## config.mk

```make
export PLATFORM = sky130hd
export DESIGN_NAME = afw_flag_align
export DESIGN_NICKNAME = d
export VERILOG_FILES = /design/src/afw_pkg.sv /design/src/afw_result_store.sv /design/src/afw_flag_align.sv
export SDC_FILE = /design/constraint.sdc
export NUM_CORES = 1
export LEC_CHECK = 0
export BUFFER_PORTS_ARGS = -buffer_cell sky130_fd_sc_hd__buf_2
export CORE_ASPECT_RATIO = 1.1
export CORE_MARGIN = 2
export CORE_UTILIZATION = 60
export CTS_BUF_LIST = sky130_fd_sc_hd__clkbuf_2 sky130_fd_sc_hd__clkbuf_4 sky130_fd_sc_hd__clkbuf_8
export DETAILED_ROUTE_END_ITERATION = 16
export PLACE_DENSITY = 0.84
export SYNTH_ARGS = -nofsm -noshare
export SYNTH_HDL_FRONTEND = slang
export SYNTH_SLANG_ARGS = --single-unit
```

## constraint.sdc

```tcl
create_clock -name mclk -period 12.6 [get_ports mclk]
set_clock_uncertainty 0.2 [all_clocks]
set_input_delay 0.63 -clock mclk [delete_from_list [all_inputs] [get_ports mclk]]
set_output_delay 0.63 -clock mclk [all_outputs]
set_load 0.02 [all_outputs]
```

## src/afw_pkg.sv

```systemverilog
// Package of the converter flag, watchdog and result alignment block.
// Assumes one clock domain; shared by the top and its result store.
package afw_pkg;
  localparam int unsigned      DATA_W        = 10;      // Converter result width
  localparam int unsigned      ENTRY_N       = 10;      // Largest buffer or channel count
  localparam int unsigned      IDX_W         = 4;       // Entry index width
  localparam int unsigned      BYTE_W        = 8;       // Result byte width
  localparam logic [IDX_W-1:0] DEPTH_SMALL   = 4'h8;    // Buffer depth, small variant
  localparam logic [IDX_W-1:0] DEPTH_LARGE   = 4'ha;    // Buffer depth, large variant
  localparam logic [ENTRY_N-1:0] STATUS_RST  = 10'h000; // Status bits after reset
  localparam logic [BYTE_W-1:0] BYTE_RST     = 8'h00;   // Result bytes after reset
  localparam logic [DATA_W-1:0] DATA_RST     = 10'h000; // Stored results after reset
  localparam int unsigned      LEFT_LOW_BITS = DATA_W - BYTE_W; // Bits left for low byte

  // Operating mode decoded from the mode inputs
  typedef enum logic [1:0] {
    AFW_MODE_OFF  = 2'b00,
    AFW_MODE_BUF  = 2'b01,
    AFW_MODE_SCAN = 2'b10
  } afw_mode_t;
endpackage

```

## src/afw_result_store.sv

```systemverilog
// Result store: one word per buffer entry or scan channel, registered read.
// Assumes writes and reads are on the same clock; read data lags one cycle.
`timescale 1ns/1ns
`default_nettype none
module afw_result_store (
  // Clock and reset
  input  wire logic                       mclk,
  input  wire logic                       sys_rst,
  // Write side
  input  wire logic                       wr_en,
  input  wire logic [afw_pkg::IDX_W-1:0]  wr_idx,
  input  wire logic [afw_pkg::DATA_W-1:0] wr_data,
  // Read side
  input  wire logic [afw_pkg::IDX_W-1:0]  rd_idx,
  output var  logic [afw_pkg::DATA_W-1:0] rd_data
);
  import afw_pkg::*;

  logic [DATA_W-1:0] mem_ff [ENTRY_N];
  logic [DATA_W-1:0] nxt_rd_data;

  // Out-of-range index reads zero rather than an undefined word
  always_comb begin
    nxt_rd_data = DATA_RST;
    if (rd_idx < IDX_W'(ENTRY_N)) begin
      nxt_rd_data = mem_ff[rd_idx];
    end
  end

  // Storage and read register
  always_ff @(posedge mclk or posedge sys_rst) begin
    if (sys_rst) begin
      for (int i = 0; i < ENTRY_N; i++) begin
        mem_ff[i] <= DATA_RST;
      end
      rd_data <= DATA_RST;
    end else begin
      if (wr_en && (wr_idx < IDX_W'(ENTRY_N))) begin
        mem_ff[wr_idx] <= wr_data;
      end
      rd_data <= nxt_rd_data;
    end
  end
endmodule // afw_result_store
`default_nettype wire

```

## src/afw_flag_align.sv

```systemverilog
// Flag, watchdog, interrupt and alignment logic of a 10-bit converter.
// Assumes conversion results arrive as one-cycle pulses on mclk from the
// converter core, and software clear strobes come from the register logic.
`timescale 1ns/1ns
`default_nettype none
// Contract
// - Buffered mode sets done flag after full buffer; interrupt only if enabled.
// - Buffered mode sets entry status on window crossing when checking enabled.
// - Watchdog interrupt disabled: global flag set at buffer end, no interrupt.
// - Watchdog irq only: flag and interrupt at buffer end, conversion continues.
// - Both enables set: flag immediately on status, interrupt, stop conversion.
// - Scan mode sets done flag at sequence end; interrupt only if enabled.
// - Scan mode sets channel status on window crossing when checking enabled.
// - Scan, watchdog irq disabled: global flag at sequence end, no interrupt.
// - Scan, watchdog irq only: flag and interrupt at sequence end, keep scanning.
// - Scan, both enables: flag immediately, interrupt, halt the scan.
// - Converter interrupts wake the core from Wait, never from Halt.
// - Software alignment select chooses left or right aligned result bytes.
// - Right alignment: low eight bits in low byte, rest low in high byte.
// - Left alignment: high eight bits in high byte, rest top of low byte.
// - Buffer depth is 8 or 10 entries by variant.
module afw_flag_align (
  // Clock and reset
  input  wire logic                        mclk,
  input  wire logic                        sys_rst,
  // Mode and configuration
  input  wire logic                        buffered_mode,
  input  wire logic                        scan_mode,
  input  wire logic                        buffer_depth,
  input  wire logic                        align_left,
  input  wire logic                        conversion_done_irq_enable,
  input  wire logic                        watchdog_irq_enable,
  input  wire logic [afw_pkg::ENTRY_N-1:0] watchdog_channel_enable,
  input  wire logic [afw_pkg::DATA_W-1:0]  high_threshold,
  input  wire logic [afw_pkg::DATA_W-1:0]  low_threshold,
  // Conversion results from the converter core
  input  wire logic                        conv_valid,
  input  wire logic [afw_pkg::IDX_W-1:0]   conv_index,
  input  wire logic [afw_pkg::DATA_W-1:0]  conv_data,
  input  wire logic                        scan_last,
  // Software clear strobes
  input  wire logic                        done_clear,
  input  wire logic                        watchdog_clear,
  input  wire logic [afw_pkg::ENTRY_N-1:0] status_clear,
  // Result readout
  input  wire logic [afw_pkg::IDX_W-1:0]   read_index,
  input  wire logic                        read_low_strobe,
  input  wire logic                        read_high_strobe,
  output var  logic [afw_pkg::BYTE_W-1:0]  result_high_byte,
  output var  logic [afw_pkg::BYTE_W-1:0]  result_low_byte,
  // Flags and requests
  output var  logic                        conversion_done_flag,
  output var  logic                        global_watchdog_flag,
  output var  logic [afw_pkg::ENTRY_N-1:0] channel_watchdog_status,
  output var  logic                        stop_conversion,
  output logic                             irq_request,
  output logic                             wake_from_wait,
  output logic                             wake_from_halt
);
  import afw_pkg::*;

  afw_mode_t             mode;
  logic                  active;
  logic                  out_of_window;
  logic [ENTRY_N-1:0]    hit_vec;
  logic                  any_hit;
  logic                  complete;
  logic [IDX_W-1:0]      depth;
  logic                  immediate;
  logic [DATA_W-1:0]     rd_data;
  logic [BYTE_W-1:0]     aligned_high;
  logic [BYTE_W-1:0]     aligned_low;
  logic                  first_strobe;
  logic                  second_strobe;
  logic                  nxt_done;
  logic                  nxt_wdg;
  logic                  nxt_stop;
  logic                  nxt_locked;
  logic                  locked_ff;
  logic [ENTRY_N-1:0]    nxt_status;
  logic [BYTE_W-1:0]     nxt_high;
  logic [BYTE_W-1:0]     nxt_low;

  // Mode decode; scan takes priority if both inputs are high
  always_comb begin
    if (scan_mode) begin
      mode = AFW_MODE_SCAN;
    end else if (buffered_mode) begin
      mode = AFW_MODE_BUF;
    end else begin
      mode = AFW_MODE_OFF;
    end
  end
  assign active = (mode != AFW_MODE_OFF);

  assign depth = buffer_depth ? DEPTH_LARGE : DEPTH_SMALL;

  always_comb begin
    unique case (mode)
      AFW_MODE_BUF:  complete = conv_valid && (conv_index == depth - 4'h1);
      AFW_MODE_SCAN: complete = conv_valid && scan_last;
      AFW_MODE_OFF:  complete = 1'b0;
      default:       complete = 1'b0;
    endcase
  end

  assign out_of_window = (conv_data > high_threshold) || (conv_data < low_threshold);
  always_comb begin
    hit_vec = STATUS_RST;
    if (active && conv_valid && out_of_window && (conv_index < IDX_W'(ENTRY_N))) begin
      hit_vec[conv_index] = watchdog_channel_enable[conv_index];
    end
  end
  assign any_hit = |hit_vec;

  // Both enables set selects the immediate, stopping watchdog behaviour
  assign immediate = watchdog_irq_enable && conversion_done_irq_enable;

  // Flag next values; a hardware set always beats a clear in the same cycle
  always_comb begin
    nxt_status = (channel_watchdog_status & ~status_clear) | hit_vec;
    nxt_done = (conversion_done_flag && !done_clear) || complete;
    nxt_wdg  = global_watchdog_flag && !watchdog_clear;
    nxt_stop = stop_conversion && !watchdog_clear && active;
    if (immediate) begin
      if (any_hit) begin
        nxt_wdg  = 1'b1;
        nxt_stop = 1'b1;
      end
    end else if (complete && (|(channel_watchdog_status | hit_vec))) begin
      nxt_wdg = 1'b1;
    end
  end

  always_ff @(posedge mclk or posedge sys_rst) begin
    if (sys_rst) begin
      channel_watchdog_status <= STATUS_RST;
      conversion_done_flag    <= 1'b0;
      global_watchdog_flag    <= 1'b0;
      stop_conversion         <= 1'b0;
    end else begin
      channel_watchdog_status <= nxt_status;
      conversion_done_flag    <= nxt_done;
      global_watchdog_flag    <= nxt_wdg;
      stop_conversion         <= nxt_stop;
    end
  end

  // converter interrupt
  // Level request held while the converter is active, until software clears the flag that caused it
  assign irq_request = active && ((conversion_done_flag && conversion_done_irq_enable) ||
                                  (global_watchdog_flag && watchdog_irq_enable));
  assign wake_from_wait = irq_request;
  assign wake_from_halt = 1'b0;

  // Results are stored per entry so every buffer slot stays readable
  afw_result_store u_store (
    .mclk    (mclk),
    .sys_rst (sys_rst),
    .wr_en   (conv_valid && active),
    .wr_idx  (conv_index),
    .wr_data (conv_data),
    .rd_idx  (read_index),
    .rd_data (rd_data)
  );

  always_comb begin
    if (align_left) begin
      aligned_high = rd_data[DATA_W-1 -: BYTE_W];
      aligned_low  = {rd_data[LEFT_LOW_BITS-1:0], {(BYTE_W-LEFT_LOW_BITS){1'b0}}};
    end else begin
      aligned_high = {{(2*BYTE_W-DATA_W){1'b0}}, rd_data[DATA_W-1:BYTE_W]};
      aligned_low  = rd_data[BYTE_W-1:0];
    end
  end

  assign first_strobe  = align_left ? read_high_strobe : read_low_strobe;
  assign second_strobe = align_left ? read_low_strobe  : read_high_strobe;

  // byte lock
  // Without the lock a conversion between the two reads could mix two results
  always_comb begin
    nxt_locked = locked_ff;
    nxt_high   = result_high_byte;
    nxt_low    = result_low_byte;
    if (locked_ff) begin
      if (second_strobe) begin
        nxt_locked = 1'b0;
      end
    end else begin
      nxt_high = aligned_high;
      nxt_low  = aligned_low;
      if (first_strobe) begin
        nxt_locked = 1'b1;
        nxt_high   = result_high_byte; // Keep what the first read saw
        nxt_low    = result_low_byte;
      end
    end
  end

  always_ff @(posedge mclk or posedge sys_rst) begin
    if (sys_rst) begin
      locked_ff        <= 1'b0;
      result_high_byte <= BYTE_RST;
      result_low_byte  <= BYTE_RST;
    end else begin
      locked_ff        <= nxt_locked;
      result_high_byte <= nxt_high;
      result_low_byte  <= nxt_low;
    end
  end
endmodule // afw_flag_align
`default_nettype wire

```

# After elaboration in Yosys (flattened, before gate mapping)
# Cells that the tools add are included.
[totals]
reg_bits = 140
out_inout_bits = 32
elab_cells = 94
inputBits = 72
[classes]
addsub = 1
n_bitwise = 9
magnitude_cmp = 9
n_mux = 28
eq_ne = 3
reduce_logical = 26
[op_table]
columns = ["cell", "n"]
rows = [
  ["bitwise mux 100 bit", 1],
  ["two-way mux 10 bit", 5],
  ["binary-select mux 10 bit (select 4 bit)", 1],
  ["demux 10 bit (select 4 bit)", 1],
  ["bitwise AND 10 bit", 2],
  ["bitwise OR 10 bit", 2],
  ["OR reduction 10 bit", 2],
  ["logical AND 1 bit", 17],
  ["two-way mux 8 bit", 2],
  ["two-way mux 1 bit", 13],
  [">= comparator 5 bit (second input constant)", 2],
  ["greater-than comparator 10 bit", 1],
  ["less-than comparator 10 bit", 1],
  ["inverter 10 bit", 1],
  ["inverter 4 -> 5 bit", 2],
  ["less-than comparator 4 bit (second input constant)", 2],
  ["less-than comparator 4 x 5 -> 1 bit (second input constant)", 1],
  ["less-than comparator 5 x 1 -> 1 bit (second input constant)", 1],
  ["binary-select mux 1 bit (select 4 bit)", 1],
  ["demux 1 bit (select 4 bit)", 1],
  ["== test 4 bit", 1],
  [">= comparator 4 x 1 -> 1 bit (second input constant)", 1],
  ["two-way mux 2 bit", 2],
  ["subtractor 4 x 1 -> 4 bit (second input constant)", 1],
  ["other kinds (8)", 12],
]

# Logic depth before layout (Yosys ltp)
# Gate-level depths: netlist (run 1).
[depth]
ltp_word = 12
mapped_depth = 9

# By module
# From an unflattened synthesis (run 1), not the netlist that was laid out.
[hier_totals]
cells_unflattened = 580
hier_area_um2 = 7169.4
[modules_own_cells]
columns = ["module", "cells_each", "area_each_um2", "instances", "seq_area_each_um2"]
rows = [
  ["afw_result_store", 331, 5006.1, 1, 2752.6],
  ["afw_flag_align", 249, 2163.3, 1, 750.7],
]

# Worst setup path before layout (run 1)
# No wires, ideal clock.
[synth_timing]
path_kind = "input -> register"
from = "in high_threshold[9] in the netlist's numbering"
to = "reg stop_conversion"
arrival_time_ps = 1965
cell_stages = 8
setup_slack_ps = 10292
setup_ps = 143
cell_sequence = "inv_1 -> ha_1 -> a21oi_1 -> o21a_1 -> o2111ai_1 -> a22oi_1 -> clkbuf_1 -> o32ai_1"
[synth_via]
elab_chain_len = 8
[synth_lines]
columns = ["item", "line", "rtl"]
rows = [
  ["from (decl)", "afw_flag_align.sv:34", "input wire logic [afw_pkg::DATA_W-1:0] high_threshold,"],
  ["greater-than comparator 10 bit", "afw_flag_align.sv:107", "assign out_of_window = (conv_data > high_threshold) || (conv_data < low_threshold);"],
  ["logical OR 1 bit", "afw_flag_align.sv:107", ""],
  ["logical AND 1 bit (2 in series)", "afw_flag_align.sv:110", "if (active && conv_valid && out_of_window && (conv_index < IDX_W'(ENTRY_N))) begin"],
  ["two-way mux 10 bit", "afw_flag_align.sv:110", ""],
  ["OR reduction 10 bit", "afw_flag_align.sv:114", "assign any_hit = |hit_vec;"],
  ["two-way mux 1 bit", "afw_flag_align.sv:126", "if (any_hit) begin"],
  ["two-way mux 1 bit", "afw_flag_align.sv:125", "if (immediate) begin"],
  ["net nxt_stop", "afw_flag_align.sv:77", "logic nxt_stop;"],
  ["to (signal assigned)", "afw_flag_align.sv:145", "stop_conversion <= nxt_stop;"],
  ["to (decl)", "afw_flag_align.sv:55", "output var logic stop_conversion,"],
]
# The timed path passes the listed nets, and every way through them passes these cells.
# A chain may end at the register's enable or synchronous reset.

# Worst setup path after layout (run 1)
[layout_timing]
from = "in conv_data[9] in the netlist's numbering"
to = "reg stop_conversion"
[layout_via]
elab_chain_len = 8
word_cells_on_any_way = 9
classes_between = "order compare (2); mux (3); reduce/logical (4)"
[layout_lines]
columns = ["item", "line", "rtl"]
rows = [
  ["from (decl)", "afw_flag_align.sv:39", "input wire logic [afw_pkg::DATA_W-1:0] conv_data,"],
  ["greater-than comparator 10 bit or less-than comparator 10 bit (tied branches)", "afw_flag_align.sv:107", ""],
  ["logical OR 1 bit (*)", "afw_flag_align.sv:107", ""],
  ["logical AND 1 bit (*) (2 in series)", "afw_flag_align.sv:110", ""],
  ["two-way mux 10 bit (*)", "afw_flag_align.sv:110", ""],
  ["OR reduction 10 bit (*)", "afw_flag_align.sv:114", ""],
  ["two-way mux 1 bit (*)", "afw_flag_align.sv:126", ""],
  ["two-way mux 1 bit (*)", "afw_flag_align.sv:125", ""],
  ["net nxt_stop", "afw_flag_align.sv:77", ""],
]
# The timed path passes the listed nets; every way through them passes the cells marked *.

==> metrics.cfg, run 1 <==
[outcome]
status = complete, no violations

[worst_hold_path]
hp-class = in -> reg
holdPathEnd = channel_watchdog_status[2]$_DFF_PP0_
min_from = status_clear[2]
whs_path_depth = 2

[place]
gp_congestion = 0.8011
place_ws_ns = 9.624
hpwl_mm = 10.60
dpl_cell_area_um2 = 7458
portBuffers = 102

[synth]
ys_seq_area_share_pct = 50.92
ys_seq_elements = 140
synth_mux_area_share_pct = 26.51
synth_top_family_by_area = multiplexers
synth_xor_area_share_pct = 0
syn_inst = 552
synth_compound_area_share_pct = 7.038
avgSynthCellArea_um2 = 12.46
synthArstFlopShare_pct = 100.0
netlist.area_leader.share_pct = 50.92
synth_enable_flop_cells = 0
synth_area_leader_cell = dfrtp_1
ys.flop_type = dfrtp_1
synth.area.top_cells = dfrtp_1 51%, mux2_2 13%, mux4_2 6.9%
synthAdderAreaFrac_pct = 3.455
synth_cell_types = 46
ys_warn_count = 0
synth_area_um2 = 6880
synth-simple-area-share_pct = 7.238
syn-num-nets = 643

[power_and_ir_drop]
vdd_drop_max_uv = 81.55
powerDensity_nw_per_um2 = 152.0
p_leak_uw = 0.003800
p_total_uw = 1194

[drt]
drc = 0
drt-initial-drc-count = 444
num_vias = 4678
final_antenna_net_count = 0
firstDrtPassIters = 5
viasPerCell = 5.804
wl_mm = 15.76
wl_per_cell_um = 19.55

[floorplan]
fp-row-count = 41
initial_core_util_pct = 60.69
fp.dieW_um = 106.1
die_area_um2 = 12340
core-area_um2 = 11340
pin_count = 104
die_h_um = 116.3

[global_routing]
grt_pass1_vias = 4972
grt.overflow.total = 0
grt_max_degree = 85
use_met2_pct = 48.59
track_usage_pct = 27.70
grt_first_pass_wirelength_mm = 25.59
grt_antenna_before_repair = 0
use_met1_pct = 34.40
met3_usage_pct = 5.301
busiest_layer = met2

[cts]
cts.repair.resized = 0
cts_buffers = 17
clk_latency_ns = 0.45
cts_buffer_depth = 2
holdBufCountCts = 0
cts_setup_buffers = 0
path_clk_slew_ns = 0.07
ctsRootBufferMaster = clkbuf_8
htreeDepth = 4
cts.sinks = 140
cts_tree = done

[setup_path]
crit_chain = buf_2 -> ha_1 -> nand4_1 -> nor2_1 -> a21oi_1 -> a22oi_1 -> o32ai_1
regToRegSetupSlack_ns = 10.88
r2r_start = channel_watchdog_status[2]$_DFF_PP0_
worstSetupPathType = in -> reg
required_ns = 12.68
arrival_ns = 2.61
worstSetupEndpointType = flop
crit_fanout = 12
timing.rr.end = global_watchdog_flag$_DFF_PP0_
crit_slowest_cell = a22oi_1
ff2ff_path_depth = 5
worstSetupStartpointType = input port
cp_slowest_stage_delay_ns = 0.78

[timing]
setup_viol_count_final = 0
hold_viol = 0
post-route-min-period_ns = 2.526
tightest_slew_ns = 1.033
setup_ws_ns = 10.07
fmax_ghz = 0.3958
slew_headroom_pct = 31.14
rsz0062_at_grt = no
fin_crit_sh_pct = 20.05
drv_slew = 0
fin_setup_tns_ns = 0

[job]
maxCapViolCount = 0

[final_layout]
num-nets-final = 734
design_area_um2 = 7859
n_antenna_cell = 0
nFillCells = 763
drive_above_1_share_pct = 40.70
fin_util_pct = 69.32
area_delta_synth_final_pct = 14.22

-- through the flow --
stage,hold slack (ns),cells
final,0.1584,806
after global routing,0.1336,806
after CTS,0.1374,806
after detailed placement,0.2695,774
after global placement,0.2554,774
after floorplan,0.2453,552
-- registers in the layout, summed over array words and instances (netlist names) --
signal,count
conversion_done_flag,1
channel_watchdog_status,10
stop_conversion,1
result_low_byte,8
result_high_byte,8
u_store.mem_ff,100
u_store.rd_data,10
locked_ff,1
global_watchdog_flag,1
-- cell usage after synthesis, drive strengths merged, types with 4 or more instances --
cell,n
a21oi,21
a22o,6
buf,27
clkbuf,12
dfrtp,140
ha,19
inv,37
mux2,99
mux2i,15
mux4,22
nand2,30
nand2b,10
nand3,12
nand4,4
nor2,24
nor2b,4
o21ai,27
o22ai,10
or3,4
-- cell usage in the layout (no fill, tap or decap), types with 3 or more instances in the layout --
cell      Yosys  layout
nand2b_1     10      10
a22o_1        6       6
o22ai_1      10      10
mux2i_1      15      15
or3_1         3       3
dfrtp_1     140     140
buf_2        11     102
nor2b_1       4       4
inv_1        37      36
mux2_2       81      81
clkbuf_8      0      19
o21ai_0      26      26
a211oi_1      3       3
buf_4         4       9
nor3b_1       3       3
mux4_2       21      21
a22oi_1       3       3
mux2_4       16      16
clkbuf_4      0       7
nand2_1      30      30
nor2_1       24      24
nand4_1       4       4
ha_1         19      19
nand3_1      12      12
a21oi_1      21      21
-- critical path: cells and delay by family --
family,cells,cell delay [ns]
adder cells (fa/ha/maj),1,0.33
AO/OA/AOI/OAI,3,1.13
buffers and inverters,1,0.18
AND/OR/NAND/NOR,2,0.33
-- cell families (layout without fill, tap and decap cells) --
group,count (synthesis),in the layout
other cells,1,1
buf+inv,76,180
mux,136,136
compound gates,80,80
flops,140,140
fa+ha+maj,19,19
simple gates,100,100
-- power by group --
group	switching (µW)	internal, µW
logic	105	130
registers	52.8	541
clock network	165	201
-- final cells by class --
type | instances | area (µm²) | area share [%]
Tap cell | 150 | 187.7 | 2.388
Timing Repair Buffer | 111 | 578.1 | 7.356
Clock inverter | 6 | 86.33 | 1.099
Clock buffer | 26 | 314.1 | 3.996
Inverter | 37 | 141.4 | 1.799
Sequential cell | 140 | 3503 | 44.58
Multi-Input combinational cell | 336 | 3048 | 38.78
-- how the worst max path moves through the flow --
stage | slack (ns) | from | cells past startpoint | end
floorplan | 8.02 | sys_rst | 1 | channel_watchdog_status[0]$_DFF_PP0_
global placement | 9.66 | conv_data[9] | 7 | stop_conversion$_DFF_PP0_
detailed placement | 9.62 | conv_data[9] | 7 | channel_watchdog_status[7]$_DFF_PP0_
CTS | 10.11 | conv_data[9] | 7 | stop_conversion$_DFF_PP0_
global route | 9.92 | conv_data[7] | 7 | channel_watchdog_status[7]$_DFF_PP0_
finish | 10.07 | conv_data[9] | 7 | stop_conversion$_DFF_PP0_
-- layer usage --
| layer | up-vias | share of wire (%) |
|---|---|---|
| met3 | 35 | 5.2 |
| met5 | - | 0 |
| met1 | 2333 | 41 |
| li1 | 2139 | - |
| met4 | 0 | 2.4 |
| met2 | 171 | 51 |
Note: power is estimated with default switching activity, not from simulation.
==> run 2, diff against run 1 <==
Settings changed: CORE_UTILIZATION 60 to 59, PLACE_DENSITY 0.84 to 0.83.
Clock period 12.6 ns to 2.4 ns, I/O delays scaled along.
==> run 2 against run 1 <==
Global-route usage rose by 1.8 points. Clock power rose to 5.7 times the previous value. Design area rose by 7.7%. Setup slack got worse by 9.9 ns. Count of clock-buffer cells in the layout fell by 5. Via count rose by 8.5%. Final cell count rose by 6.6%. Combinational power rose to 5.9 times the previous value. Highest routed layer unchanged.
==> metrics.cfg, run 2 (synthesis gave the netlist of run 1 again) <==
[timing]
setup_viol_count_final = 0  ; unchanged
hold_viol = 0  ; unchanged
drv_slew = 0  ; unchanged
fin_crit_sh_pct = 94.03
rsz0062_at_grt = no
slew_headroom_pct = 30.76  ; -0.37 points
tightest_slew_ns = 1.039  ; +0.005600 ns
fmax_ghz = 0.4431
whs_ns = 0.06780  ; -0.09058 ns
post-route-min-period_ns = 2.257

[setup_path]
cp_slowest_stage_delay_ns = 0.56  ; -0.22 ns
crit_family = buffers and inverters
regToRegSetupSlack_ns = 0.25  ; -10.63 ns
startpoint = conv_index[1]
crit_chain = dlygate4sd3_1 -> buf_2 -> nand2b_1 -> nor2_1 -> buf_4 -> mux2_2 -> dlygate4sd3_1
worstSetupStartpointType = input port
crit_fanout = 14  ; +2
crit_slowest_cell = dlygate4sd3_1
arrival_ns = 2.38  ; -0.23 ns
timing.rr.end = locked_ff$_DFF_PP0_
required_ns = 2.52  ; -10.16 ns
path_buf_inv = 4  ; +3
crit_end = u_store.mem_ff[0]$_DFFE_PP0P_
cp.depth = 7  ; unchanged
worstSetupPathType = in -> reg
ff2ff_path_depth = 4  ; -1
r2r_start = locked_ff$_DFF_PP0_
crit_top_cell = dlygate4sd3_1
worstSetupEndpointType = flop

[drt]
final_antenna_net_count = 0  ; unchanged
drt-initial-drc-count = 390  ; -12%
viasPerCell = 5.909  ; +1.8%
drc = 0  ; unchanged
firstDrtPassIters = 5  ; unchanged
num_vias = 5076  ; +8.5%
wl_mm = 17.15  ; +8.8%
wl_per_cell_um = 19.96  ; +2.1%

[outcome]
status = complete, no violations

[final_layout]
instances_no_fill = 859  ; +6.6%
largest_register = u_store.mem_ff
fin_util_pct = 74.00  ; +4.7 points
area_delta_synth_final_pct = 23.04
nFillCells = 711  ; -6.8%
largest_reg_flops = 100  ; unchanged
most-common-layout-cells = 140 x dfrtp_1, 102 x buf_2, 81 x mux2_2
reg_top3 = u_store.mem_ff x100, channel_watchdog_status x10, u_store.rd_data x10
final_common_cell = dfrtp_1
num-nets-final = 787  ; +7.2%
drive_above_1_share_pct = 38.79  ; -1.9 points
n_antenna_cell = 0  ; unchanged

[floorplan]
fp-row-count = 41  ; unchanged
die_area_um2 = 12540  ; +1.6%
initial_core_util_pct = 60.14  ; -0.54 points
core-area_um2 = 11440  ; +0.90%
pin_count = 104  ; unchanged
die_h_um = 117.3  ; +0.82%
fp.dieW_um = 107.0  ; +0.82%

[cts]
cts_tree = done
cts_buffers = 17  ; unchanged
htreeDepth = 4  ; unchanged
ctsRootBufferMaster = clkbuf_8
path_clk_slew_ns = 0.08  ; about the same
cts.sinks = 140  ; unchanged
clk_latency_ns = 0.44  ; about the same
cts_setup_buffers = 0  ; unchanged
cts_buffer_depth = 2  ; unchanged

[global_routing]
grt_antenna_before_repair = 0  ; unchanged
grt_pass1_vias = 5402  ; +8.6%
grt_max_degree = 86  ; +1.2%
grt.overflow.total = 0  ; unchanged
grt_first_pass_wirelength_mm = 27.51  ; +7.5%
track_usage_pct = 29.49  ; +1.8 points

[place]
gp_congestion = 0.8801  ; +9.9%
placed_cells = 781  ; +0.90%
portBuffers = 102  ; unchanged
hpwl_mm = 10.88  ; +2.6%

[power_and_ir_drop]
p_leak_uw = 0.004061  ; +6.9%
powerDensity_nw_per_um2 = 776.1  ; +410%
vdd_drop_max_uv = 466.6  ; +470%

[worst_hold_path]
hp-class = in -> reg

[job]
maxCapViolCount = 0  ; unchanged

[run 2: worst min path at each step]
stage                          from                                   end  cells after the start
floorplan           status_clear[6]  channel_watchdog_status[6]$_DFF_PP0_                      1
global placement            sys_rst       result_high_byte[7]$_DFFE_PP0P_                      3
detailed placement          sys_rst       result_high_byte[7]$_DFFE_PP0P_                      3
CTS                   conv_index[3]  channel_watchdog_status[4]$_DFF_PP0_                      5
global route          conv_index[2]  channel_watchdog_status[1]$_DFF_PP0_                      4
finish                 conv_data[1]        global_watchdog_flag$_DFF_PP0_                      5
[run 2: tightest hold or removal path, stage by stage]
cell and delay [ns]:
buf_2 0.13, ha_1 0.15, a32oi_1 0.13, nand2_1 0.08, a211oi_1 0.06
[run 2: cell type report]
type,count,area [µm²],area share [%]
flip-flops and latches,140,3503,41.38
well taps,150,187.7,2.217
inverters,37,142.6,1.685
multi-input cells,336,3053,36.06
repair buffers,164,1141,13.48
clock inverters,11,167.7,1.980
clock buffers,21,270.3,3.192
[run 2: routing by layer]
metal,GRT usage [%],vias up,share of wire [%]
met5,0,-,0
met4,13.85,0,3.5
met3,4.762,44,5.0
met2,52.44,226,52
met1,35.54,2560,40
li1,-,2246,-
[run 2: where the power goes]
part	total, µW	leakage, µW	internal (µW)	switching [µW]
clock	2080	0.000220	1190	891
sequential	3110	0.00178	2840	270
combinational	1380	0.00206	784	596
[run 2: per-stage QoR]
stage | area [µm²] | setup WS, ns | power (µW) | TNS [ns]
after floorplan | 6884 | 0.3309 | 3995 | 0
after global placement | 7562 | 0.05745 | 4289 | 0
after detailed placement | 7562 | -0.09493 | 4393 | -0.5618
after CTS | 8461 | 0.1711 | 6557 | 0
after global routing | 8466 | 0.07799 | 6853 | 0
final | 8466 | 0.1433 | 6571 | 0
[run 2: repair_timing]
item	4_1_cts	5_1_grt
setup endpoints to repair	0	4
hold buffers	46	0
resized for setup	0	1
endpoints found under the hold margin	278	0
